`config.mk`:
```
export PLATFORM = sky130hd
export DESIGN_NAME = timer_counter_and_double_action_channel
export DESIGN_NICKNAME = d
export VERILOG_FILES = /design/src/hw/timer_pkg.sv /design/src/hw/timer_counter_and_double_action_channel.sv
export SDC_FILE = /design/constraint.sdc
export NUM_CORES = 1
export LEC_CHECK = 0
export BUFFER_PORTS_ARGS = -buffer_cell sky130_fd_sc_hd__buf_2
export CAP_MARGIN = 20
export CORE_MARGIN = 2
export CORE_UTILIZATION = 39
export DETAILED_ROUTE_END_ITERATION = 7
export GPL_TIMING_DRIVEN = 0
export PLACE_DENSITY_LB_ADDON = 0.1
export SLEW_MARGIN = 20
export SYNTH_ARGS = -nofsm -noshare
export SYNTH_HDL_FRONTEND = slang
export SYNTH_SLANG_ARGS = --single-unit
```
`constraint.sdc`:
```
create_clock -name pclk -period 2.1 [get_ports pclk]
set_clock_uncertainty 0.15 [all_clocks]
set_input_delay 0.105 -clock pclk [delete_from_list [all_inputs] [get_ports pclk]]
set_output_delay 0.105 -clock pclk [all_outputs]
set_load 0.01 [all_outputs]
```
`src/hw/timer_pkg.sv`:
```
// register map, field layout and mode codes of the timer block
`default_nettype none
package timer_pkg;
  localparam logic [7:0] counter_ctrl_off = 8'h00;
  localparam logic [7:0] counter_value_off = 8'h04;
  localparam logic [7:0] prescaler_ctrl_off = 8'h08;
  localparam logic [7:0] channel_status_control_off = 8'h0c;
  localparam logic [7:0] channel_a_data_off = 8'h10;
  localparam logic [7:0] channel_b_data_off = 8'h14;

  // counter control fields
  localparam int clk_sel_lsb = 0;
  localparam int ext_edge_pos = 3;
  localparam int bus_sel_lsb = 4;
  localparam int ovf_ie_pos = 6;
  localparam int ovf_flag_pos = 7;
  localparam logic [2:0] clk_sel_ext = 3'h7;
  localparam logic [1:0] bus_none = 2'h0;
  localparam logic [1:0] bus_one = 2'h1;
  localparam logic [1:0] bus_two = 2'h2;
  localparam logic [1:0] bus_four = 2'h3;

  // prescaler control fields
  localparam int prescaler_run_pos = 0;
  localparam int prescaler_width = 7;

  // channel status/control fields
  localparam int mode_lsb = 0;
  localparam int edge_sel_lsb = 4;
  localparam int tb_sel_pos = 6;
  localparam int pin_level_pos = 7;
  localparam int ch_flag_pos = 8;
  localparam int ch_ie_pos = 9;
  localparam int out_pol_pos = 10;
  localparam logic [1:0] edge_rise = 2'h1;
  localparam logic [1:0] edge_fall = 2'h2;

  localparam logic [15:0] count_reset = 16'h0000;
  localparam logic [15:0] count_max = 16'hffff;
  localparam logic [15:0] data_reset = 16'h0000;

  localparam logic [3:0] mode_disabled = 4'h0;
  localparam logic [3:0] mode_pulse_width = 4'h1;
  localparam logic [3:0] mode_period = 4'h2;
  localparam logic [3:0] mode_plain_capture = 4'h3;
  localparam logic [3:0] mode_compare_flag_b = 4'h4;
  localparam logic [3:0] mode_compare_flag_ab = 4'h5;

  typedef enum logic {wait_leading, wait_trailing} pulse_state_type;
endpackage
`default_nettype wire

```
`src/hw/timer_counter_and_double_action_channel.sv`:
```
// free-running counter, time-base buses and double action channel behind an apb slave
`default_nettype none
module timer_counter_and_double_action_channel #(
  parameter int count_width = 16
) (
  input wire logic pclk,
  input wire logic presetn,
  input wire logic psel,
  input wire logic penable,
  input wire logic pwrite,
  input wire logic [7:0] paddr,
  input wire logic [31:0] pwdata,
  output logic [31:0] prdata,
  output logic pready,
  output logic pslverr,
  input wire logic ext_clock_pin,
  input wire logic channel_pin_in,
  output logic channel_pin_out,
  output logic channel_pin_oe,
  output logic [count_width-1:0] time_base_bus_one,
  output logic [count_width-1:0] time_base_bus_two,
  output logic [count_width-1:0] time_base_bus_four,
  output logic [count_width-1:0] free_running_counter,
  output logic overflow_irq,
  output logic channel_irq
);

  // pwm resolution mask from the low three mode bits
  function automatic logic [15:0] pwm_mask(input logic [2:0] code);
    case (code)
      3'h0: pwm_mask = 16'h007f;
      3'h1: pwm_mask = 16'h01ff;
      3'h2: pwm_mask = 16'h07ff;
      3'h3: pwm_mask = 16'h0fff;
      3'h4: pwm_mask = 16'h1fff;
      3'h5: pwm_mask = 16'h3fff;
      3'h6: pwm_mask = 16'h7fff;
      default: pwm_mask = 16'hffff;
    endcase
  endfunction

  // prescaler tap k pulses once every 2^(k+1) cycles
  function automatic logic tap_hit(input logic [timer_pkg::prescaler_width-1:0] div,
                                   input logic [2:0] k);
    logic [timer_pkg::prescaler_width-1:0] m;
    m = '0;
    for (int i = 0; i < timer_pkg::prescaler_width; i++) begin
      m[i] = (3'(i) <= k);
    end
    tap_hit = ((div & m) == m);
  endfunction

  logic [2:0] clk_sel_q;
  logic ext_edge_q;
  logic [1:0] bus_sel_q;
  logic ovf_ie_q;
  logic ovf_flag_q;
  logic run_q;
  logic [timer_pkg::prescaler_width-1:0] div_q;
  logic ext_q;
  logic ext_prev_q;
  logic [15:0] count_q;
  logic [3:0] mode_q;
  logic [1:0] edge_sel_q;
  logic tb_sel_q;
  logic ch_flag_q;
  logic ch_ie_q;
  logic out_pol_q;
  logic [15:0] a_data_q;
  logic [15:0] b_data_q;
  logic a_armed_q;
  logic b_armed_q;
  logic pin_q;
  logic pin_prev_q;
  logic ff_q;
  logic period_first_q;
  timer_pkg::pulse_state_type pulse_q;

  logic wr_en;
  logic rd_setup;
  logic count_tick;
  logic overflow;
  logic [15:0] tb;
  logic rise;
  logic fall;
  logic sel_edge;
  logic is_compare;
  logic is_pwm;
  logic drives_pin;
  logic match_a;
  logic match_b;
  logic cap_event;
  logic ch_event;
  logic [15:0] mask;
  logic [31:0] rd_value;
  logic rd_ok;

  assign wr_en = psel & penable & pready & pwrite;
  assign rd_setup = psel & ~penable;

  // apb slave: one wait-free access phase
  always_comb begin
    rd_value = 32'h0000_0000;
    rd_ok = 1'b1;
    case (paddr)
      timer_pkg::counter_ctrl_off: begin
        rd_value[timer_pkg::clk_sel_lsb +: 3] = clk_sel_q;
        rd_value[timer_pkg::ext_edge_pos] = ext_edge_q;
        rd_value[timer_pkg::bus_sel_lsb +: 2] = bus_sel_q;
        rd_value[timer_pkg::ovf_ie_pos] = ovf_ie_q;
        rd_value[timer_pkg::ovf_flag_pos] = ovf_flag_q;
      end
      timer_pkg::counter_value_off: rd_value[15:0] = count_q;
      timer_pkg::prescaler_ctrl_off: rd_value[timer_pkg::prescaler_run_pos] = run_q;
      timer_pkg::channel_status_control_off: begin
        rd_value[timer_pkg::mode_lsb +: 4] = mode_q;
        rd_value[timer_pkg::edge_sel_lsb +: 2] = edge_sel_q;
        rd_value[timer_pkg::tb_sel_pos] = tb_sel_q;
        rd_value[timer_pkg::pin_level_pos] = pin_q;
        rd_value[timer_pkg::ch_flag_pos] = ch_flag_q;
        rd_value[timer_pkg::ch_ie_pos] = ch_ie_q;
        rd_value[timer_pkg::out_pol_pos] = out_pol_q;
      end
      timer_pkg::channel_a_data_off: rd_value[15:0] = a_data_q;
      timer_pkg::channel_b_data_off: rd_value[15:0] = b_data_q;
      default: rd_ok = 1'b0;
    endcase
  end

  always_ff @(posedge pclk or negedge presetn) begin
    if (!presetn) begin
      pready <= 1'b0;
      prdata <= 32'h0000_0000;
      pslverr <= 1'b0;
    end else if (rd_setup) begin
      pready <= 1'b1;
      prdata <= pwrite ? 32'h0000_0000 : rd_value;
      pslverr <= ~rd_ok;
    end else begin
      pready <= 1'b0;
      prdata <= 32'h0000_0000;
      pslverr <= 1'b0;
    end
  end

  // counter control
  always_ff @(posedge pclk or negedge presetn) begin
    if (!presetn) begin
      clk_sel_q <= 3'h0;
      ext_edge_q <= 1'b0;
      bus_sel_q <= timer_pkg::bus_none;
      ovf_ie_q <= 1'b0;
      run_q <= 1'b0;
    end else if (wr_en && paddr == timer_pkg::counter_ctrl_off) begin
      clk_sel_q <= pwdata[timer_pkg::clk_sel_lsb +: 3];
      ext_edge_q <= pwdata[timer_pkg::ext_edge_pos];
      bus_sel_q <= pwdata[timer_pkg::bus_sel_lsb +: 2];
      ovf_ie_q <= pwdata[timer_pkg::ovf_ie_pos];
    end else if (wr_en && paddr == timer_pkg::prescaler_ctrl_off) begin
      run_q <= pwdata[timer_pkg::prescaler_run_pos];
    end
  end

  // prescaler divider and external clock edge
  always_ff @(posedge pclk or negedge presetn) begin
    if (!presetn) begin
      div_q <= '0;
      ext_q <= 1'b0;
      ext_prev_q <= 1'b0;
    end else begin
      // divider holds while stopped so all counters start in step
      if (run_q) begin
        div_q <= div_q + 1'b1;
      end
      ext_q <= ext_clock_pin;
      ext_prev_q <= ext_q;
    end
  end

  always_comb begin
    if (clk_sel_q == timer_pkg::clk_sel_ext) begin
      // ext_edge_q high counts falling edges of the pin
      count_tick = run_q & (ext_edge_q ? (ext_prev_q & ~ext_q) : (~ext_prev_q & ext_q));
    end else begin
      count_tick = run_q & tap_hit(div_q, clk_sel_q);
    end
  end

  assign overflow = count_tick & (count_q == timer_pkg::count_max);

  // free-running counter
  always_ff @(posedge pclk or negedge presetn) begin
    if (!presetn) begin
      count_q <= timer_pkg::count_reset;
    end else if (count_tick) begin
      count_q <= count_q + 16'h0001;
    end
  end

  // set wins over a write-one clear in the same cycle
  always_ff @(posedge pclk or negedge presetn) begin
    if (!presetn) begin
      ovf_flag_q <= 1'b0;
    end else if (overflow) begin
      ovf_flag_q <= 1'b1;
    end else if (wr_en && paddr == timer_pkg::counter_ctrl_off && pwdata[timer_pkg::ovf_flag_pos]) begin
      ovf_flag_q <= 1'b0;
    end
  end

  // time-base buses and primary output
  always_ff @(posedge pclk or negedge presetn) begin
    if (!presetn) begin
      time_base_bus_one <= '0;
      time_base_bus_two <= '0;
      time_base_bus_four <= '0;
      free_running_counter <= '0;
      overflow_irq <= 1'b0;
    end else begin
      // undriven buses read zero; no other counter source exists here
      time_base_bus_one <= (bus_sel_q == timer_pkg::bus_one) ? count_q : '0;
      time_base_bus_two <= (bus_sel_q == timer_pkg::bus_two) ? count_q : '0;
      time_base_bus_four <= (bus_sel_q == timer_pkg::bus_four) ? count_q : '0;
      free_running_counter <= count_q;
      overflow_irq <= ovf_flag_q & ovf_ie_q;
    end
  end

  // channel decode
  assign tb = tb_sel_q ? time_base_bus_two : time_base_bus_one;
  assign rise = pin_q & ~pin_prev_q;
  assign fall = ~pin_q & pin_prev_q;
  assign sel_edge = (edge_sel_q[0] & rise) | (edge_sel_q[1] & fall);
  assign is_pwm = mode_q[3];
  assign is_compare = (mode_q == timer_pkg::mode_compare_flag_b) ||
                      (mode_q == timer_pkg::mode_compare_flag_ab);
  assign drives_pin = is_pwm | is_compare;
  assign mask = pwm_mask(mode_q[2:0]);

  always_comb begin
    if (is_pwm) begin
      match_a = ((tb & mask) == (a_data_q & mask));
      match_b = ((tb & mask) == (b_data_q & mask));
    end else begin
      match_a = is_compare & a_armed_q & (tb == a_data_q);
      match_b = is_compare & b_armed_q & (tb == b_data_q);
    end
  end

  always_comb begin
    cap_event = 1'b0;
    case (mode_q)
      timer_pkg::mode_pulse_width: cap_event = (pulse_q == timer_pkg::wait_trailing) &&
                                               (edge_sel_q[0] ? fall : rise);
      timer_pkg::mode_period: cap_event = sel_edge & ~period_first_q;
      timer_pkg::mode_plain_capture: cap_event = sel_edge;
      default: cap_event = 1'b0;
    endcase
  end

  always_comb begin
    if (mode_q == timer_pkg::mode_compare_flag_ab) begin
      ch_event = match_a | match_b;
    end else if (mode_q == timer_pkg::mode_compare_flag_b || is_pwm) begin
      ch_event = match_b;
    end else begin
      ch_event = cap_event;
    end
  end

  // channel status/control
  always_ff @(posedge pclk or negedge presetn) begin
    if (!presetn) begin
      mode_q <= timer_pkg::mode_disabled;
      edge_sel_q <= timer_pkg::edge_rise;
      tb_sel_q <= 1'b0;
      ch_ie_q <= 1'b0;
      out_pol_q <= 1'b0;
    end else if (wr_en && paddr == timer_pkg::channel_status_control_off) begin
      mode_q <= pwdata[timer_pkg::mode_lsb +: 4];
      edge_sel_q <= pwdata[timer_pkg::edge_sel_lsb +: 2];
      tb_sel_q <= pwdata[timer_pkg::tb_sel_pos];
      ch_ie_q <= pwdata[timer_pkg::ch_ie_pos];
      out_pol_q <= pwdata[timer_pkg::out_pol_pos];
    end
  end

  always_ff @(posedge pclk or negedge presetn) begin
    if (!presetn) begin
      ch_flag_q <= 1'b0;
    end else if (ch_event) begin
      ch_flag_q <= 1'b1;
    end else if (wr_en && paddr == timer_pkg::channel_status_control_off && pwdata[timer_pkg::ch_flag_pos]) begin
      ch_flag_q <= 1'b0;
    end
  end

  // input edge detector
  always_ff @(posedge pclk or negedge presetn) begin
    if (!presetn) begin
      pin_q <= 1'b0;
      pin_prev_q <= 1'b0;
    end else begin
      pin_q <= channel_pin_in;
      pin_prev_q <= pin_q;
    end
  end

  // pulse width sequencer: leading edge then trailing edge
  always_ff @(posedge pclk or negedge presetn) begin
    if (!presetn) begin
      pulse_q <= timer_pkg::wait_leading;
    end else if (mode_q != timer_pkg::mode_pulse_width) begin
      pulse_q <= timer_pkg::wait_leading;
    end else begin
      case (pulse_q)
        timer_pkg::wait_leading: if (edge_sel_q[0] ? rise : fall) pulse_q <= timer_pkg::wait_trailing;
        timer_pkg::wait_trailing: if (cap_event) pulse_q <= timer_pkg::wait_leading;
        default: pulse_q <= timer_pkg::wait_leading;
      endcase
    end
  end

  // first period edge only primes the measurement
  always_ff @(posedge pclk or negedge presetn) begin
    if (!presetn) begin
      period_first_q <= 1'b1;
    end else if (mode_q != timer_pkg::mode_period) begin
      period_first_q <= 1'b1;
    end else if (sel_edge) begin
      period_first_q <= 1'b0;
    end
  end

  // channel data registers
  always_ff @(posedge pclk or negedge presetn) begin
    if (!presetn) begin
      a_data_q <= timer_pkg::data_reset;
      b_data_q <= timer_pkg::data_reset;
    end else begin
      if (mode_q == timer_pkg::mode_pulse_width && pulse_q == timer_pkg::wait_leading &&
          (edge_sel_q[0] ? rise : fall)) begin
        b_data_q <= tb;
      end else if (mode_q == timer_pkg::mode_period && sel_edge) begin
        b_data_q <= a_data_q;
      end else if (wr_en && paddr == timer_pkg::channel_b_data_off) begin
        b_data_q <= pwdata[15:0];
      end
      if (cap_event || (mode_q == timer_pkg::mode_period && sel_edge)) begin
        a_data_q <= tb;
      end else if (wr_en && paddr == timer_pkg::channel_a_data_off) begin
        a_data_q <= pwdata[15:0];
      end
    end
  end

  // software writes in a compare mode arm a comparator until it matches once
  always_ff @(posedge pclk or negedge presetn) begin
    if (!presetn) begin
      a_armed_q <= 1'b0;
      b_armed_q <= 1'b0;
    end else begin
      if (wr_en && paddr == timer_pkg::channel_a_data_off && is_compare) begin
        a_armed_q <= 1'b1;
      end else if (match_a && !is_pwm) begin
        a_armed_q <= 1'b0;
      end
      if (wr_en && paddr == timer_pkg::channel_b_data_off && is_compare) begin
        b_armed_q <= 1'b1;
      end else if (match_b && !is_pwm) begin
        b_armed_q <= 1'b0;
      end
    end
  end

  // output flip-flop and pin
  always_ff @(posedge pclk or negedge presetn) begin
    if (!presetn) begin
      ff_q <= 1'b0;
    end else if (!drives_pin) begin
      ff_q <= 1'b0;
    end else if (match_a) begin
      ff_q <= 1'b1;
    end else if (match_b) begin
      ff_q <= 1'b0;
    end
  end

  always_ff @(posedge pclk or negedge presetn) begin
    if (!presetn) begin
      channel_pin_out <= 1'b0;
      channel_pin_oe <= 1'b0;
      channel_irq <= 1'b0;
    end else begin
      channel_pin_out <= drives_pin & (ff_q ^ out_pol_q);
      channel_pin_oe <= drives_pin;
      channel_irq <= ch_flag_q & ch_ie_q;
    end
  end

endmodule
`default_nettype wire

```
# [After elaboration in Yosys (flattened, before gate mapping)]
# Index checks and enable logic that the tools add are counted.
[totals] register_bits=185 inputBits=47
[op_classes] addsub=2 n_lt_le_gt_ge=7 n_eq_ne=29 muxes=45 bitwise=38 n_reduce_logical=30
[op_table] op="2-to-1 mux 16 bit" count=11
[op_table] op="one-hot mux 16 bit (7 select lines)" count=1
[op_table] op="equality test 16 bit" count=4
[op_table] op="AND 16 bit" count=3
[op_table] op="one-hot mux 7 bit (5 select lines)" count=1
[op_table] op="2-to-1 mux 1 bit" count=27
[op_table] op="AND 1 bit" count=21
[op_table] op="adder 16 x 1 -> 16 bit (second input constant)" count=1
[op_table] op="equality test 16 bit (second input constant)" count=1
[op_table] op="equality test 8 x 4 -> 1 bit (second input constant)" count=2
[op_table] op="equality test 8 x 5 -> 1 bit (second input constant)" count=2
[op_table] op="logical AND 1 bit" count=15
[op_table] op="one-hot mux 5 bit (3 select lines)" count=1
[op_table] op="equality test 3 bit (second input constant)" count=4
[op_table] op="one-hot mux 3 bit (4 select lines)" count=1
[op_table] op="nonzero test 2 bit" count=6
[op_table] op="<= comparator 3 bit (first input constant)" count=3
[op_table] op="inverter 1 bit" count=9
[op_table] op="equality test 4 x 2 -> 1 bit (second input constant)" count=2
[op_table] op="equality test 4 x 3 -> 1 bit (second input constant)" count=2
[op_table] op="equality test 8 x 3 -> 1 bit (second input constant)" count=1
[op_table] op="zero test 8 bit" count=1
[op_table] op="adder 7 x 1 -> 7 bit (second input constant)" count=1
[op_table] op="AND 7 bit" count=1
[op_table] op="22 further kinds" count=30

# [Logic depth before layout (Yosys ltp)]
# Gate-level depths: netlist (run 1).
[depth] ltp_word=9 mapped_depth=9 depth_no_buf=7

# [Least setup slack after synthesis (run 1)]
# No wires, ideal clock.
[synth_timing] path_kind="reg2reg" start="register mode_q[3]" end="register b_data_q[0]" arrival_time_ns=1.982 t_required_ns=1.825 slack_ns=-0.156 stages_incl_launch_ff=9 path_buffers=2 synth_period_minus_slack_ns=2.256 cell_sequence="dfrtp_1 clkbuf_1 nor2_1 nand2_1 nor3b_1 nor2_1 nand2_1 buf_4 mux2_2"
[synth_via] elab_chain_cells=4 word_cells_on_any_way=8 cone_classes="eq/ne (2); mux (2); reduce/logical (4)"
[synth_lines] element="start: declaration" line="timer_counter_and_double_action_channel.sv:63" text="logic [3:0] mode_q;"
[synth_lines] element="start signal: assignment" line="timer_counter_and_double_action_channel.sv:274" text="mode_q <= timer_pkg::mode_disabled;"
[synth_lines] element="start signal: assignment" line="timer_counter_and_double_action_channel.sv:280" text="mode_q <= pwdata[timer_pkg::mode_lsb +: 4];"
[synth_lines] element="equality test 4 x 2 -> 1 bit or equality test 4 x 1 -> 1 bit (tied branches)" line="timer_counter_and_double_action_channel.sv:344, timer_counter_and_double_action_channel.sv:341"
[synth_lines] element="logical AND 1 bit (on tied branches)" line="timer_counter_and_double_action_channel.sv:344, timer_counter_and_double_action_channel.sv:341"
[synth_lines] element="2-to-1 mux 16 bit or logical AND 1 bit (tied branches)" line="timer_counter_and_double_action_channel.sv:344, timer_counter_and_double_action_channel.sv:341"
[synth_lines] element="2-to-1 mux 16 bit or nonzero test 3 bit (tied branches)"
[synth_lines] element="end signal: assignment" line="timer_counter_and_double_action_channel.sv:343" text="b_data_q <= tb;"
[synth_lines] element="end signal: assignment" line="timer_counter_and_double_action_channel.sv:345" text="b_data_q <= a_data_q;"
[synth_lines] element="end signal: assignment" line="timer_counter_and_double_action_channel.sv:347" text="b_data_q <= pwdata[15:0];"
[synth_lines] element="end: declaration" line="timer_counter_and_double_action_channel.sv:70" text="logic [15:0] b_data_q;"
# Parallel ways exist; a longest one is shown, timed or not.
# A chain may end at the register's enable or synchronous reset.

# [Worst setup path after layout (run 1)]
[layout_timing] start="register tb_sel_q" end="register ch_flag_q"
[layout_via] elab_chain_cells=7 word_cells_on_any_way=15 cone_classes="eq/ne (4); mux (6); bitwise (4); reduce/logical (1)"
[layout_lines] element="start: declaration" line="timer_counter_and_double_action_channel.sv:65" text="logic tb_sel_q;"
[layout_lines] element="start signal: assignment" line="timer_counter_and_double_action_channel.sv:282" text="tb_sel_q <= pwdata[timer_pkg::tb_sel_pos];"
[layout_lines] element="2-to-1 mux 16 bit (*)" line="timer_counter_and_double_action_channel.sv:230" text="assign tb = tb_sel_q ? time_base_bus_two : time_base_bus_one;"
[layout_lines] element="equality test 16 bit, or another cell as far along" line="timer_counter_and_double_action_channel.sv:246" text="match_b = is_compare & b_armed_q & (tb == b_data_q);"
[layout_lines] element="AND 1 bit, or another cell as far along" line="timer_counter_and_double_action_channel.sv:246"
[layout_lines] element="2-to-1 mux 1 bit" line="timer_counter_and_double_action_channel.sv:241" text="if (is_pwm) begin"
[layout_lines] element="2-to-1 mux 1 bit or bitwise OR 1 bit (tied branches)" line="timer_counter_and_double_action_channel.sv:264, timer_counter_and_double_action_channel.sv:263"
[layout_lines] element="2-to-1 mux 1 bit (*)" line="timer_counter_and_double_action_channel.sv:262" text="if (mode_q == timer_pkg::mode_compare_flag_ab) begin"
[layout_lines] element="2-to-1 mux 1 bit or nonzero test 2 bit (tied branches)"
[layout_lines] element="end signal: assignment" line="timer_counter_and_double_action_channel.sv:290" text="ch_flag_q <= 1'b0;"
[layout_lines] element="end signal: assignment" line="timer_counter_and_double_action_channel.sv:292" text="ch_flag_q <= 1'b1;"
[layout_lines] element="end signal: assignment" line="timer_counter_and_double_action_channel.sv:294" text="ch_flag_q <= 1'b0;"
[layout_lines] element="end: declaration" line="timer_counter_and_double_action_channel.sv:66" text="logic ch_flag_q;"
# Every way passes the cells marked *; elsewhere a longest branch is shown, timed or not.

==> summary.md, run 1 <==
| Metric | Value |
|---|---|
| Status | finished with violations |
| Failing checks | setup timing |
| Die Span Y | around 150 µm |
| Inserted Clock Buffers | 17 |
| CTS tree | done |
| RD Place Congestion | around 0.9 |
| DR DRC count | 0 |
| Pin count of the biggest net entering global routing | 99 |
| First-pass GRT wire length | between 30000 and 40000 µm |
| Share of the synthesized area in the top cell type | 0.5232 |
| Footprint of the multi-input gates | 3939 µm² |
| Post-synth top cells | 167 x dfrtp_1, 46 x mux2_2, 40 x nand2_1, 40 x xnor2_1, 39 x mux2i_1 |
| CP peak stage delay | between 400 and 500 ps |
| Top cells by area, synth | dfrtp_1 52%, mux2_2 6.5%, mux2i_1 4.9% |
| Post-Synthesis Cells | 694 |
| Seq/Total Area, Yosys | 0.5298 |
| CP endpoint kind | flop |
| Unrepaired setup endpoints after global routing | yes |
| Fmax achieved | roughly 400 MHz |
| Overall Global Routing Usage | 0.2274 |
| Syn. warnings | 0 |
| DRC marker count from the first detailed-route iteration | between 300 and 400 |
| Post-DP HPWL | around 17000 µm |
| Setup slack, reg-to-reg | -400 ps |
| Cell area after layout | 10920 µm² |
| Non-filler cells, final | approximately 1200 |
| Area Growth Syn to Fin | 36.75% |
| Htree depth | 4 |
| Number of vias per cell | 5.115 |
| Final period util | 1.190 |
| Final worst setup slack | -400.0 ps |
| Post-layout min period | about 2500 ps |
| Reg-to-Reg Start | tb_sel_q |
| Die ar. | between 20000 and 25000 µm² |
| Slowest CP cell | dfrtp_2 |
| Reg clk slew, reported paths | around 70 ps |
| Synth unique cells | slightly below 60 |
| Critical Path Start Type | flop |
| Arrival @ worst endpoint | 2720 ps |
| HP Class | input port to flop |
| Later-pin clock latency in the skew report | 450 ps |
| Peak supply drop | between 0.4 and 0.5 mV |
| Crit path buffers/inverters | 4 |
| Mapped Area | 7988 µm² |
| Placed Area | about 9100 µm² |
| Final hold violations | 0 |
| Nets | around 970 |
| Post-synth EDFFs | 0 |
| Total core area | 20170 µm² |
| Least-Margin Pin Slew | 828.1 ps |
| WL per Instance | approximately 20 µm |
| Crit-path cells | buf_12 -> buf_4 -> mux2i_4 -> buf_4 -> xnor2_2 -> nor2_1 -> nand3_1 -> a2111oi_4 -> buf_4 -> a211oi_2 -> o21ai_2 |
| Inst Count DP | ~1100 |
| Final Setup Violations | 36 |
| Delay-heaviest family, CP | buffers and inverters |
| Hold Crit Depth | 4 |
| Synthesis-stage register bit count | 169 |
| Reg area | around 4200 µm² |
| Synth Flop Type | dfrtp_1 |
| Clock Path Buffers | 2 |
| RR Endpoint | ch_flag_q |
| Vias in the first global route | 6422 |
| Total gr overflow | 0 |
| Pwr per Cell Area | 636.9 nW/µm² |
| PortBufs | 116 |
| Most common cell in the synthesized netlist | dfrtp_1 |
| Hold Startpoint | paddr[2] |
| Initial core utilization | 0.3960 |
| First drt pass iteration count | 5 |
| Max Slew Vio Count | 0 |
| Num rows | 52 |
| Clk sinks | ~170 |
| Share of layout cells above drive strength 1 | 0.4006 |
| Dpl ws | -565.6 ps |
| Ant diodes | 0 |
| Data required, critical path | 2320 ps |
| CP max FO | 5 |
| Async SR Flop Fraction | 1.000 |
| Antenna viol nets, final | 0 |
| Fillers | 1818 |
| CP dominant cell by count | buf_4 |
| Worst Hold Path EP | prdata[8] |
| Die Wd | around 150 µm |
| Number of max-cap violations | 0 |
| Root Driver | clkbuf_16 |
| LEAKAGE | roughly 0.0053 µW |
| Boundary pin count | 149 |
| R2r worst-path depth | 11 |
| Synthesized area per cell | approximately 12 µm² |
| CP Class | flop to flop |
| Initial antenna violation count | 1 |
| Slew HR | 0.4479 |
| Leading area contributor after synthesis | dfrtp_1 |
| Drt total wl | 23920 µm |
| Routed vias | approximately 6000 |
==> power breakdown <==
group / internal (µW) / switching, µW
Clock: 1710 / 1520
Combinational: 198 / 228
Sequential: 3280 / 29.3
Total: 5180 / 1770
==> sequential cells by signal (all words and copies together), names as in the netlist, 2 cells and up <==
| name | cells |
|---|---|
| a_data_q | 16 |
| b_data_q | 16 |
| bus_sel_q | 2 |
| clk_sel_q | 3 |
| count_q | 16 |
| div_q | 7 |
| edge_sel_q | 2 |
| free_running_counter | 16 |
| mode_q | 4 |
| prdata | 16 |
| time_base_bus_four | 16 |
| time_base_bus_one | 16 |
| time_base_bus_two | 16 |
==> worst min-delay path, delay by kind of cell <==
family	cells	cell delay (ps)
AND/OR/NAND/NOR	2	250
AO/OA/AOI/OAI	1	80
buffers and inverters	1	110
==> metal layers <==
layer,part of all wire,track usage
met5,0.00054,0
met2,0.46,0.3519
met1,0.46,0.3187
met3,0.057,0.05311
met4,0.020,0.07212
==> how the worst max path moves through the flow <==
| stage | from | to | slack, ps | cells past startpoint |
|---|---|---|---|---|
| finish | tb_sel_q | ch_flag_q | -400 | 11 |
| global route | tb_sel_q | ch_flag_q | -490 | 10 |
| CTS | tb_sel_q | ff_q | -310 | 8 |
| detailed placement | tb_sel_q | a_armed_q | -570 | 8 |
| global placement | presetn | free_running_counter[12] | -1810 | 1 |
| floorplan | edge_sel_q[0] | b_data_q[12] | -100 | 8 |
==> cell type report <==
type | instances | area share
multi-input combinational | 476 | 0.3606
clock inverter | 15 | 0.01649
buffer | 51 | 0.03517
inverter | 10 | 0.003436
clock buffer | 17 | 0.03895
timing repair buffer | 193 | 0.1259
sequential | 169 | 0.3885
tap | 270 | 0.03093
==> layout by cell type, fill, tap and decap left out, drive strengths merged, types with 2 or more instances in the layout <==
| master | Yosys | layout |
|---|---|---|
| mux2 | 46 | 46 |
| a22o | 9 | 9 |
| o211ai | 2 | 2 |
| o21ai | 13 | 13 |
| nor3b | 3 | 3 |
| and3 | 20 | 20 |
| clkinv | 0 | 6 |
| dlygate4sd3 | 0 | 26 |
| and2 | 38 | 38 |
| nand2b | 5 | 5 |
| mux2i | 48 | 48 |
| nand3 | 12 | 12 |
| inv | 10 | 17 |
| nor3 | 4 | 4 |
| buf | 32 | 196 |
| a22oi | 14 | 14 |
| nor2b | 21 | 21 |
| dfrtp | 167 | 167 |
| conb | 1 | 16 |
| a31oi | 2 | 2 |
| o22ai | 2 | 2 |
| a211oi | 18 | 18 |
| nand4 | 12 | 12 |
| nor4 | 8 | 8 |
| nor2 | 32 | 32 |
| dfstp | 2 | 2 |
| a2111oi | 2 | 2 |
| ha | 2 | 2 |
| and4 | 3 | 3 |
| xor2 | 14 | 14 |
| a21oi | 33 | 33 |
| clkbuf | 22 | 39 |
| nand2 | 40 | 40 |
| xnor2 | 40 | 40 |
| nand3b | 3 | 3 |
==> metrics by stage <==
step             util  power (µW)  hold slack (ps)  setup TNS (ps)
2_1_floorplan       -        3545           -340.6           -1190
3_3_place_gp   0.4484        3707            67.41         -322530
3_5_place_dp   0.4502        3722            51.48          -23750
4_1_cts        0.5195        7002            9.607           -2397
5_1_grt        0.5416        7216            47.01           -7209
6_report       0.5416        6957            11.78           -4450
==> logic make-up after synthesis <==
group	synth area share
buffers and inverters	0.04292
other	0.0004695
AND/OR/NAND/NOR	0.1425
multiplexers	0.1353
flip-flops	0.5298
adder cells (fa/ha/maj)	0.004386
AO/OA/AOI/OAI	0.08537
XOR/XNOR	0.05921
==> repair_timing <==
action | in CTS | in global routing
pin swaps | 11 | 22
hold buffers | 26 | 0
gates resized for setup | 63 | 75
setup buffers | 32 | 16
setup endpoints to repair | 48 | 71
endpoints found under the hold margin | 137 | 0
cloned | 1 | 3
(Power assumes the default switching activity.)
==> run 2: changes to the inputs <==
--- a/config.mk
+++ b/config.mk
@@ -5,9 +5,11 @@
 export SDC_FILE = /design/constraint.sdc
 export NUM_CORES = 1
 export LEC_CHECK = 0
+export ABC_AREA = 1
 export BUFFER_PORTS_ARGS = -buffer_cell sky130_fd_sc_hd__buf_2
 export CAP_MARGIN = 20
-export CORE_MARGIN = 2
+export CORE_ASPECT_RATIO = 2
+export CORE_MARGIN = 5
 export CORE_UTILIZATION = 39
 export DETAILED_ROUTE_END_ITERATION = 7
 export GPL_TIMING_DRIVEN = 0
==> run 2 against run 1 <==
Net effect: the run now ends clean; synthesized cell count grew 48%; core utilization shrank 3.6 points; hold slack gained 32 ps; register-to-register slack gained 460 ps; clock-buffer cell count grew 3; cell count grew 26%; sequential share of layout area grew 1.0 points; die area grew 13%; worst setup slack gained 460 ps; global-route usage grew 2.9 points; combinational power shrank 31%; highest routed layer is now met4.
==> summary.md, run 2 <==
| Metric | Value |
|---|---|
| Setup crit start | edge_sel_q[0] |
| Die ar. | approximately 24000 µm² |
| Nets | 1276 |
| WL per Instance | just over 20 µm |
| CP max FO | 6 |
| Fillers | 2099 |
| Final Setup Violations | 0 |
| Number of vias per cell | 5.199 |
| Slew HR | 0.5102 |
| Max Slew Vio Count | 0 |
| Overall Global Routing Usage | 0.2568 |
| Dpl ws | -422.2 ps |
| Commonest non-fill, non-tap cells in the layout | 224 x nand2_1, 163 x dfrtp_1, 124 x buf_2 |
| Reg-to-Reg Start | edge_sel_q[0] |
| Critical Path Start Type | flop |
| CP Class | flop to flop |
| Peak supply drop | between 0.5 and 0.6 mV |
| Mapped Area | about 8300 µm² |
| Synth Flop Type | dfrtp_1 |
| Pin count of the biggest net entering global routing | between 90 and 100 |
| Critical Path End | b_data_q[2] |
| DR DRC count | 0 |
| Synthesized area per cell | roughly 8.1 µm² |
| Least-Margin Pin Slew | roughly 730 ps |
| Seq/Total Area, Yosys | 0.5093 |
| Later-pin clock latency in the skew report | 450 ps |
| Post-synth top cells | 247 x nand2_1, 167 x dfrtp_1, 129 x nor2_1 |
| Commonest non-fill, non-tap cell in the layout | nand2_1 |
| Top cells by area, synth | dfrtp_1 50%, nand2_1 11%, nor2_1 5.8% |
| Initial core utilization | 0.3952 |
| Data required, critical path | around 2300 ps |
| Post-Synthesis Cells | a little over 1000 |
| Pwr per Cell Area | between 600 and 700 nW/µm² |
| First-pass GRT wire length | 46780 µm |
| Synth unique cells | 45 |
| Boundary pin count | between 100 and 150 |
| Placed Area | 9319 µm² |
| Final period util | 0.9727 |
| Reg clk slew, reported paths | 70 ps |
| Clk sinks | roughly 170 |
| RD Place Congestion | between 0.9 and 1 |
| HP Class | input port to asynchronous set/reset pin |
| Status | finished, final reports clean |
| Async SR Flop Fraction | 1.000 |
| First drt pass iteration count | 5 |
| RR Endpoint | b_data_q[2] |
| Die Span Y | 216.4 µm |
| LEAKAGE | 0.005413 µW |
| Share of layout cells above drive strength 1 | 0.2258 |
| Ant diodes | 0 |
| Final worst setup slack | approximately 57 ps |
| Drt total wl | 31150 µm |
| Routed vias | between 7000 and 8000 |
| Die Wd | roughly 110 µm |
| Root Driver | clkbuf_16 |
| Setup slack, reg-to-reg | approximately 57 ps |
| Unrepaired setup endpoints after global routing | yes |
| Synthesis-stage register bit count | 169 |
| Cell area after layout | ~11000 µm² |
| CP endpoint kind | flop |
| Syn. warnings | 0 |
| Htree depth | 4 |
| DRC marker count from the first detailed-route iteration | ~440 |
| Vias in the first global route | between 8000 and 9000 |
| Antenna viol nets, final | 0 |
| Leading area contributor after synthesis | dfrtp_1 |
| Total gr overflow | 0 |
| Arrival @ worst endpoint | roughly 2200 ps |
| Initial antenna violation count | 0 |
| Share of the synthesized area in the top cell type | 0.5030 |
| Most common cell in the synthesized netlist | nand2_1 |
| Clock Path Buffers | 2 |
| Post-layout min period | 2043 ps |
| Area Growth Syn to Fin | 27.97% |
| Post-synth EDFFs | 0 |
| Post-DP HPWL | 23550 µm |
| R2r worst-path depth | 10 |
| Number of max-cap violations | 0 |
| PortBufs | between 100 and 150 |
| Total core area | roughly 21000 µm² |
| Fmax achieved | about 490 MHz |
| Num rows | between 70 and 80 |
| Final hold violations | 0 |
| Inserted Clock Buffers | 17 |
| CTS tree | done |
[run 2: cell types whose count changed in the layout (fill, tap and decap cells not counted), sizes merged, moves of 38 or more]
cell / change
o21ai: +51
nor2: +101
nand3: +73
mux2i: -48
inv: +99
nand2: +214
mux2: -46
and2: -38
[run 2: cell type report]
cell class              count  area [µm²]  share of cell area
multi-input cells         710        3563              0.3352
inverters                 116       454.2             0.04272
plain buffers              49       350.3             0.03295
clock inverters            12       165.2             0.01553
flip-flops and latches    169        4237              0.3985
well taps                 269       336.6             0.03166
clock buffers              20       456.7             0.04296
repair buffers            164        1069              0.1005
[run 2: through the flow]
stage	instances	utilization	hold WS [ps]	setup TNS [ps]	power, µW
2_1_floorplan	1045	-	-340.6	0	3451
3_3_place_gp	1430	0.4415	64.39	-348210	3590
3_5_place_dp	1431	0.4433	-29.70	-12340	3600
4_1_cts	1494	0.4911	31.89	0	6989
5_1_grt	1509	0.5058	101.2	-44.79	7145
6_report	1509	0.5058	43.63	0	6931
[run 2: what timing repair did]
action                                  CTS  global route
gates resized for setup                  30            58
hold buffers                             25             0
pin swaps                                 3            15
endpoints found under the setup margin   37            41
gates cloned                              0             2
endpoints found under the hold margin   125             0
setup buffers                             6            14
[run 2: cell families (layout without fill, tap and decap cells)]
group	after synthesis	in the layout	share of synthesized area
adders and majority gates	2	2	0.003012
other	1	16	0.0004514
and+or+nand+nor	520	520	0.2676
DFF	169	169	0.5093
AOI/OAI and AO/OA	142	142	0.1000
xor gates and xnor gates	30	30	0.03163
buffers and inverters	166	361	0.08795
[run 2: power breakdown]
| group | leakage, µW | switching (µW) | internal (µW) |
|---|---|---|---|
| logic | 0.00292 | 180 | 115 |
| registers | 0.00220 | 14.3 | 3270 |
| clock network | 0.000293 | 1400 | 1950 |
| total | 0.00541 | 1600 | 5330 |
[run 2: metal layers]
metal,vias up,part of all wire,GRT usage
met5,-,0,0
met4,0,0.063,0.1492
met3,91,0.044,0.04103
met2,255,0.54,0.4679
met1,3793,0.35,0.2743
li1,3706,-,-
[run 2: worst min-delay path by stage]
stage | end | startpoint | cells past startpoint
after floorplan | a_armed_q | presetn | 0
after global placement | ext_q | ext_clock_pin | 1
after detailed placement | b_data_q[12] | presetn | 1
after CTS | run_q | paddr[0] | 6
after global routing | run_q | paddr[2] | 6
final | b_data_q[12] | presetn | 2
[run 2: worst max-delay path, cell delays in order, from the launching register on]
cell and delay (ps):
dfstp_2 600, buf_4 130, o21ai_2 70, nand2_4 150, inv_6 70, nor2_2 150, nand2_4 120, buf_8 170
buf_4 130, o211ai_1 70, o21ai_0 110
